File: config.mk
export PLATFORM = sky130hd
export DESIGN_NAME = cdt_top
export DESIGN_NICKNAME = d
export VERILOG_FILES = /design/src/hdl/cdt_pkg.sv /design/src/hdl/cdt_if.sv /design/src/hdl/cdt_top.sv /design/src/hdl/dt_pair.sv
export SDC_FILE = /design/constraint.sdc
export NUM_CORES = 1
export LEC_CHECK = 0
export BUFFER_PORTS_ARGS = -buffer_cell sky130_fd_sc_hd__buf_2
export CORE_UTILIZATION = 46
export CTS_CLUSTER_DIAMETER = 150
export DETAILED_ROUTE_END_ITERATION = 12
export MAX_ROUTING_LAYER = met4
export PLACE_DENSITY = 0.7
export SLEW_MARGIN = 5
export SYNTH_ARGS = -nofsm -noshare
export SYNTH_HDL_FRONTEND = slang
export SYNTH_SLANG_ARGS = --single-unit
File: constraint.sdc
create_clock -name ref_clk -period 5.4 [get_ports ref_clk]
set_input_delay 0.81 -clock ref_clk [delete_from_list [all_inputs] [get_ports ref_clk]]
set_output_delay 0.81 -clock ref_clk [all_outputs]
set_load 0.02 [all_outputs]
File: src/hdl/cdt_pkg.sv
/*
 package: register offsets, field positions, reset values and dead-time timing constants for the
 complementary output override block.
 assumes: one 250 MHz kernel clock; word-only register access.
*/
package cdt_pkg;
   // register offsets (byte addresses)
   localparam logic [7:0]  CHAN0_CFG_OFS     = 8'h7c;
   localparam logic [7:0]  CHAN1_CFG_OFS     = 8'h80;
   // field positions
   localparam int          SEL_BIT           = 31;
   localparam int          RUN_OFF_BIT       = 11;
   localparam int          IDLE_OFF_BIT      = 10;
   localparam int          DT_MSB            = 7;
   // reset value
   localparam logic [31:0] CFG_RESET         = 32'h0000_0000;
   // protection levels
   localparam logic [1:0]  PROTECT_LEVEL_OPEN         = 2'h0;
   // dead-time decode constants
   localparam logic [10:0] DT_BASE_64        = 11'h040;
   localparam logic [10:0] DT_BASE_32        = 11'h020;
   // kernel clock period in ns and dead-time clock division
   localparam int          CLK_PERIOD_NS     = 4;
   localparam int          DTS_DIV_DEFAULT   = 1;
   // widest dead-time count: (32+31)*16 periods
   localparam int          DT_CNT_W          = 11;
endpackage

File: src/hdl/cdt_if.sv
/*
 interface: carries one channel's effective settings from the register file to its dead-time pair.
 assumes: both ends clocked by ref_clk.
*/
`timescale 1ns/10ps
interface cdt_if;
   logic       run_off_state_sel;
   logic       idle_off_state_sel;
   logic [7:0] dead_time_cfg;
   modport src (output run_off_state_sel, output idle_off_state_sel, output dead_time_cfg);
   modport dst (input  run_off_state_sel, input  idle_off_state_sel, input  dead_time_cfg);
endinterface // cdt_if

File: src/hdl/cdt_top.sv
/*
 cdt_top: per-channel complementary output override registers for channels 0 and 1, with
 protection locking, shared/private selection and dead-time pairs.
 assumes: word-only register writes from the timer register file; protect_level and the shared
 register fields come from the timer's shared protection register.
*/
// How it works
// - with the primary output enable clear, idle off-state 0 disables the pair, 1 follows the channel enables.
// - with the primary output enable set, run off-state 0 disables the pair, 1 follows the channel enables.
// - writes to run and idle off-state bits are ignored at protection level 10 or 11.
// - writes to the dead-time field and select bit are taken only at protection level 00.
// - the programmed dead-time is inserted after each reference edge before either output of the pair turns on; turn-off is not delayed.
// - top dead-time bit 0 gives the 8-bit value times one dead-time clock period.
// - top bits 10x give 64 plus the low six bits, times two periods.
// - top bits 110 give 32 plus the low five bits, times eight periods.
// - top bits 111 give 32 plus the low five bits, times sixteen periods.
// - the select bit at 31 picks the shared fields at 0 and this register's fields at 1.
// - each register governs only its own channel pair.
`timescale 1ns/10ps
module cdt_top
   import cdt_pkg::*;
#(
   parameter int DTS_DIV = DTS_DIV_DEFAULT
)(
   // clock and reset
   input  wire logic        ref_clk,
   input  wire logic        nrst,
   // register write/read port
   input  wire logic        reg_wr,
   input  wire logic        reg_rd,
   input  wire logic [7:0]  reg_addr,
   input  wire logic [31:0] reg_wdata,
   output logic [31:0]      reg_rdata_q,
   // shared protection register fields
   input  wire logic [1:0]  protect_level,
   input  wire logic        shared_run_off_state_sel,
   input  wire logic        shared_idle_off_state_sel,
   input  wire logic [7:0]  shared_dead_time_cfg,
   input  wire logic        primary_output_enable,
   // channel enables and references
   input  wire logic        chan0_out_en,
   input  wire logic        chan0_comp_out_en,
   input  wire logic        chan1_out_en,
   input  wire logic        chan1_comp_out_en,
   input  wire logic [1:0]  chan_ref,
   // complementary pairs
   output logic             chan0_out,
   output logic             chan0_comp_out,
   output logic             chan1_out,
   output logic             chan1_comp_out
);
   logic [31:0] cfg_q [2];
   logic [31:0] cfg_d [2];
   logic [31:0] rdata_d;
   logic [15:0] div_q, div_d;
   logic        dts_en;
   logic [1:0]  pout, pcomp;
   logic [1:0]  en_o, en_c;

   cdt_if eff [2] ();

   // dead-time clock enable divider
   always_comb begin
      dts_en = (div_q == 16'(DTS_DIV - 1));
      div_d  = dts_en ? 16'h0000 : div_q + 16'h0001;
   end

   // register writes with protection-level locking; only the addressed register changes
   always_comb begin
      for (int i = 0; i < 2; i++) begin
         cfg_d[i] = cfg_q[i];
         if (reg_wr && reg_addr == (i == 0 ? CHAN0_CFG_OFS : CHAN1_CFG_OFS)) begin
            if (!protect_level[1]) begin
               cfg_d[i][RUN_OFF_BIT]  = reg_wdata[RUN_OFF_BIT];
               cfg_d[i][IDLE_OFF_BIT] = reg_wdata[IDLE_OFF_BIT];
            end
            if (protect_level == PROTECT_LEVEL_OPEN) begin
               cfg_d[i][SEL_BIT]      = reg_wdata[SEL_BIT];
               cfg_d[i][DT_MSB:0]     = reg_wdata[DT_MSB:0];
            end
         end
      end
      // reads: reserved bits always zero, unmapped address keeps the last read data
      if (reg_rd && reg_addr == CHAN0_CFG_OFS)
         rdata_d = cfg_q[0];
      else if (reg_rd && reg_addr == CHAN1_CFG_OFS)
         rdata_d = cfg_q[1];
      else
         rdata_d = reg_rdata_q;
   end

   // register state
   always_ff @(posedge ref_clk or negedge nrst) begin
      if (!nrst) begin
         cfg_q[0]    <= CFG_RESET;
         cfg_q[1]    <= CFG_RESET;
         div_q       <= 16'h0000;
         reg_rdata_q <= CFG_RESET;
      end else begin
         cfg_q[0]    <= cfg_d[0];
         cfg_q[1]    <= cfg_d[1];
         div_q       <= div_d;
         reg_rdata_q <= rdata_d;
      end
   end

   assign en_o = {chan1_out_en, chan0_out_en};
   assign en_c = {chan1_comp_out_en, chan0_comp_out_en};

   // per-channel select and dead-time pair
   for (genvar g = 0; g < 2; g++) begin : g_chan
      assign eff[g].run_off_state_sel  = cfg_q[g][SEL_BIT] ? cfg_q[g][RUN_OFF_BIT]
                                                           : shared_run_off_state_sel;
      assign eff[g].idle_off_state_sel = cfg_q[g][SEL_BIT] ? cfg_q[g][IDLE_OFF_BIT]
                                                           : shared_idle_off_state_sel;
      assign eff[g].dead_time_cfg      = cfg_q[g][SEL_BIT] ? cfg_q[g][DT_MSB:0]
                                                           : shared_dead_time_cfg;
      dt_pair u_pair (
         .ref_clk               (ref_clk),
         .nrst                  (nrst),
         .dts_en                (dts_en),
         .cfg                   (eff[g]),
         .primary_output_enable (primary_output_enable),
         .out_en                (en_o[g]),
         .comp_out_en           (en_c[g]),
         .ref_level             (chan_ref[g]),
         .out_q                 (pout[g]),
         .comp_q                (pcomp[g])
      );
   end

   // pair outputs are flops inside dt_pair
   assign chan0_out      = pout[0];
   assign chan0_comp_out = pcomp[0];
   assign chan1_out      = pout[1];
   assign chan1_comp_out = pcomp[1];
endmodule // cdt_top

File: src/hdl/dt_pair.sv
/*
 dt_pair: one complementary output pair with dead-time insertion and off-state gating.
 assumes: dts_en is a one-cycle pulse at the dead-time clock rate.
*/
`timescale 1ns/10ps
module dt_pair
   import cdt_pkg::*;
(
   // clock and reset
   input  wire logic ref_clk,
   input  wire logic nrst,
   // timebase
   input  wire logic dts_en,
   // effective settings
   cdt_if.dst        cfg,
   // timer control
   input  wire logic primary_output_enable,
   input  wire logic out_en,
   input  wire logic comp_out_en,
   input  wire logic ref_level,
   // pair outputs
   output logic      out_q,
   output logic      comp_q
);
   logic [DT_CNT_W-1:0] cnt_q, cnt_d, dt_len;
   logic                ref_q, ref_d, out_d, comp_d, gate;
   logic [7:0]          dt;

   // decode dead-time field into dead-time clock periods
   always_comb begin
      dt = cfg.dead_time_cfg;
      if (!dt[DT_MSB])
         dt_len = {3'h0, dt};
      else if (dt[7:6] == 2'h2)
         dt_len = 11'((DT_BASE_64 + {5'h0, dt[5:0]}) << 1);
      else if (dt[7:5] == 3'h6)
         dt_len = 11'((DT_BASE_32 + {6'h0, dt[4:0]}) << 3);
      else
         dt_len = 11'((DT_BASE_32 + {6'h0, dt[4:0]}) << 4);
   end

   // reference edge restarts count; outputs rise only after count expires
   always_comb begin
      ref_d = ref_level;
      cnt_d = cnt_q;
      if (ref_level != ref_q)
         cnt_d = dt_len;
      else if (dts_en && cnt_q != '0)
         cnt_d = cnt_q - 11'h001;
      // off-state gating
      if (primary_output_enable)
         gate = cfg.run_off_state_sel;
      else
         gate = cfg.idle_off_state_sel;
      out_d  = gate & out_en & ref_q & (ref_level == ref_q) & (cnt_q == '0);
      comp_d = gate & comp_out_en & ~ref_q & (ref_level == ref_q) & (cnt_q == '0);
   end

   // state registers
   always_ff @(posedge ref_clk or negedge nrst) begin
      if (!nrst) begin
         cnt_q  <= '0;
         ref_q  <= 1'b0;
         out_q  <= 1'b0;
         comp_q <= 1'b0;
      end else begin
         cnt_q  <= cnt_d;
         ref_q  <= ref_d;
         out_q  <= out_d;
         comp_q <= comp_d;
      end
   end
endmodule // dt_pair
==> results.txt <==
- Result of the run: finished, final reports clean
* Post-DR wirelength/cell: 15.4 um
- Synthesized instance count: 402
- For this design the static power due to leakage is 2.22 nW.
- Measured against its own limit, the worst slew margin works out to 34.0%.
- In this run the biggest area consumer among cell types represents 45.2% of the synthesized area.
* Number of instances resized during post-cts repair: 0
- The detailed router finished its first iteration with 104 violations.
- Initial antenna violation count: 0
- First-pass GRT wire length: 15,100 um
* Remaining number of nets flagged by the antenna check after routing: 0
* Fraction of final layout cells with drive strength greater than 1: 23.4%
- Number of flip-flops and latches in the synthesized netlist: 77
- In the final layout, flip-flops and latches occupy 0.00193 mm2.
- Buffers added on ports: 56
* Maximum capacitance violations: 0
- Min Hold Slack: 0.485 ns
- The count of final hold-check violations came to 0.
- Die X-Extent: 98.3 um
- Setup total negative slack on the finished layout was measured at 0 ns.
* Post-synthesis async set-or-reset flop share: 100%
- In this run the vertical extent of the chip is 98.3 um.
- Final critical-path required period: 2.73 ns
- Maximum number of pins on one net before global-route repair: 78
- The clock passes through at most 2 buffers.
- Number of endpoints failing setup at the final stage: 0
- CTS tree: done
- Sum of overflow across all layers after global routing: 0
* Layout fillers: 782
* RSZ-0062 raised after global routing: no
* Arr. time, crit path: 2.93 ns
* Number of cell rows: 34
- The clock net in this run drives a total of 77 sinks.
- STA classifies the critical path startpoint as a flop.
* Total power divided by cell area: 283 mW/mm2
- IO Pins: 99
- Post-CTS Hold Fix Bufs: 0
* Layout Nets: 523
- The most numerous cell type found on the critical path is sky130_fd_sc_hd__nor4b_1.
- Once detailed placement completed, the half-perimeter wirelength came to 6260 um.
* Setup Fix Bufs, Post-CTS: 0
- The share of the Yosys chip area taken by registers is 45.2%.
- Routed via count: 3,140
- The routed design has 8770 um of wire.
* Clock tree root buffer cell: sky130_fd_sc_hd__clkbuf_8
- Overall fraction of global-route tracks in use: 20.4%
- Across the VDD grid, the largest voltage drop is 0.148 mV.
- The slowest stage of the critical path belongs to the cell sky130_fd_sc_hd__nand4_1.
- Using the TritonRoute via totals, the vias-per-cell ratio works out to 5.52.
- Synthesis Warnings: 0
- Along the worst path, the maximum fanout reaches 23.
- Largest cells by area after synthesis: sky130_fd_sc_hd__dfrtp_1 45%, sky130_fd_sc_hd__mux2i_1 7.5%, sky130_fd_sc_hd__mux2_2 7.1%
* Post-synthesis area per instance: 10.6 um2
- Slowest Stage Delay on Critical Path: 0.76 ns
- Number of levels the H-tree was split into: 3
* Clock input transition at the sequential cells of the worst setup and hold paths: 0.09 ns
- After detailed routing, the number of remaining DRC violations is 0.
- Clock latency at the later pin of the worst-skew pair: 0.34 ns
- Series of cell instances along the critical path: inv_1 > ha_1 > nor4b_1 > nand4_1 > nor4b_1 > xnor2_1 > o32ai_1
- Clock skew: 0.00949 ns
- STA puts the critical path data required time at 5.60 ns.
- Combined area of all synthesized cells: 0.00427 mm2
- The synthesized design spends more area on one cell type than any other, namely sky130_fd_sc_hd__dfrtp_1.
- Final clock period utilization by the worst path: 50.6%
- Summing all multi-input logic gate instances after layout gives 0.00217 mm2.
- Counting the buffers created by CTS gives 9.
* Final count of pins violating max slew: 0
- Compared with the post-synthesis result, the final layout area differs by 12.0%.
* Number of synthesized flops with an enable pin: 0
* Area of the core: 0.00885 mm2
* 1st-pass router iterations: 6
- Main flop type after synthesis: sky130_fd_sc_hd__dfrtp_1
* F_max: 366 MHz
- The min-delay analysis places its worst path in the category flop to flop.
- For the pin with the worst max-slew slack, the measured transition is 0.963 ns.
- Effective utilization at floorplan: 48.2%
- Antenna fix cells: 0
* Vias in the first global route: 3,252
- Critical setup path kind: flop to flop
* Standard cell area after detailed placement: 0.00455 mm2
- Cell variety after synth: 50
- Summed area of non-filler cells in the final layout: 0.00478 mm2
* Floorplan die area: 0.00966 mm2
- Gp weighted congestion: 0.772
- STA classifies the critical path endpoint as a flop.
## cell type report
type / count / area share [%]
inverters: 7 / 0.550
multi-input cells: 304 / 45.5
flip-flops and latches: 77 / 40.3
repair buffers: 57 / 6.08
well taps: 108 / 2.83
clock buffers: 11 / 2.96
clock inverters: 5 / 1.76
## state kept, by name (all words and copies together) (netlist names)
name,count
cfg_q,22
g_chan.u_pair.comp_q,2
g_chan.u_pair.ref_q,2
reg_rdata_q,11
div_q,16
g_chan.u_pair.cnt_q,22
g_chan.u_pair.out_q,2
## through the flow
step	setup WS, ns	total power, mW	util, %	std cells
finish	2.67	1.35	54.0	569
CTS	2.64	1.36	54.0	569
global route	2.33	1.41	54.0	569
floorplan	2.98	0.815	-	422
detailed placement	2.50	0.867	51.4	553
global placement	2.56	0.861	51.4	553
## placed cells by master, fill, tap and decap left out, types with 3 or more instances in the layout
master and count:
sky130_fd_sc_hd__buf_2 55, sky130_fd_sc_hd__mux2i_1 32, sky130_fd_sc_hd__inv_1 7, sky130_fd_sc_hd__clkbuf_8 10, sky130_fd_sc_hd__nor2b_1 6, sky130_fd_sc_hd__o21ai_0 18, sky130_fd_sc_hd__ha_1 4, sky130_fd_sc_hd__nand2_1 33
sky130_fd_sc_hd__or2_2 3, sky130_fd_sc_hd__conb_1 21, sky130_fd_sc_hd__a21oi_1 13, sky130_fd_sc_hd__o211ai_1 4, sky130_fd_sc_hd__nor4b_1 6, sky130_fd_sc_hd__nor4_1 10, sky130_fd_sc_hd__nand2b_1 3, sky130_fd_sc_hd__and2_1 4
sky130_fd_sc_hd__o22ai_1 5, sky130_fd_sc_hd__nor3_1 13, sky130_fd_sc_hd__nand3_1 10, sky130_fd_sc_hd__and3_1 5, sky130_fd_sc_hd__nor3b_1 5, sky130_fd_sc_hd__o22a_1 4, sky130_fd_sc_hd__xnor2_1 30, sky130_fd_sc_hd__mux2_2 27
sky130_fd_sc_hd__dfrtp_1 77, sky130_fd_sc_hd__xor2_1 4, sky130_fd_sc_hd__nor2_1 13, sky130_fd_sc_hd__nand4_1 4
## routing by layer
metal,global-route usage (%),wire length (um)
met3,3.29,279
met1,24.5,3980
met4,8.27,223
met5,-,0
met2,34.2,4280
## worst max-delay path: cells and delay by family (launching register included)
kind            cells  cell delay (ns)
buf+inv             1             0.09
xor+xnor            1             0.19
flops               1             0.43
compound gates      1             0.12
simple gates        3             1.62
fa+ha+maj           1             0.15
## power breakdown
part           leakage (nW)  switching, mW  total, mW  internal, mW
combinational          1.08          0.116      0.210        0.0948
clock                 0.106          0.219      0.493         0.274
sequential             1.03         0.0357      0.647         0.612
## synth_stat cells, types with 3 or more instances
cell,instances
sky130_fd_sc_hd__dfrtp_1,77
sky130_fd_sc_hd__nand2_1,33
sky130_fd_sc_hd__mux2i_1,32
sky130_fd_sc_hd__xnor2_1,30
sky130_fd_sc_hd__mux2_2,27
sky130_fd_sc_hd__buf_4,21
sky130_fd_sc_hd__o21ai_0,18
sky130_fd_sc_hd__a21oi_1,13
sky130_fd_sc_hd__nor2_1,13
sky130_fd_sc_hd__nor3_1,13
sky130_fd_sc_hd__nand3_1,10
sky130_fd_sc_hd__nor4_1,10
sky130_fd_sc_hd__buf_2,7
sky130_fd_sc_hd__inv_1,7
sky130_fd_sc_hd__clkbuf_1,6
sky130_fd_sc_hd__nor2b_1,6
sky130_fd_sc_hd__nor4b_1,6
sky130_fd_sc_hd__and3_1,5
sky130_fd_sc_hd__nor3b_1,5
sky130_fd_sc_hd__o22ai_1,5
sky130_fd_sc_hd__and2_1,4
sky130_fd_sc_hd__ha_1,4
sky130_fd_sc_hd__nand4_1,4
sky130_fd_sc_hd__o211ai_1,4
sky130_fd_sc_hd__o22a_1,4
sky130_fd_sc_hd__xor2_1,4
sky130_fd_sc_hd__nand2b_1,3
sky130_fd_sc_hd__or2_2,3
## cell families (layout without fill, tap and decap cells)
kind of cell	after synthesis	count (layout)	share of synthesized area [%]
compound gates	57	57	8.54
xor+xnor	34	34	6.98
fa+ha+maj	4	4	1.17
buf+inv	41	80	5.66
flops	77	77	45.2
mux	62	62	16.0
other cells	1	21	0.0879
simple gates	126	126	16.4
## final timing paths
path,endpoint,slack (ns),depth (start not counted),start
worst min register to register,div_q[15],0.49,1,div_q[15]
worst max-delay path,g_chan[1].u_pair.cnt_q[8],2.67,7,div_q[0]
worst min-delay path,div_q[15],0.49,1,div_q[15]
worst max register to register,g_chan[1].u_pair.cnt_q[8],2.67,7,div_q[0]
max in group asynchronous,g_chan[0].u_pair.comp_q,4.18,1,nrst
min in group asynchronous,g_chan[0].u_pair.cnt_q[10],0.62,1,nrst
No activity file was read; power rests on OpenSTA's default activity.
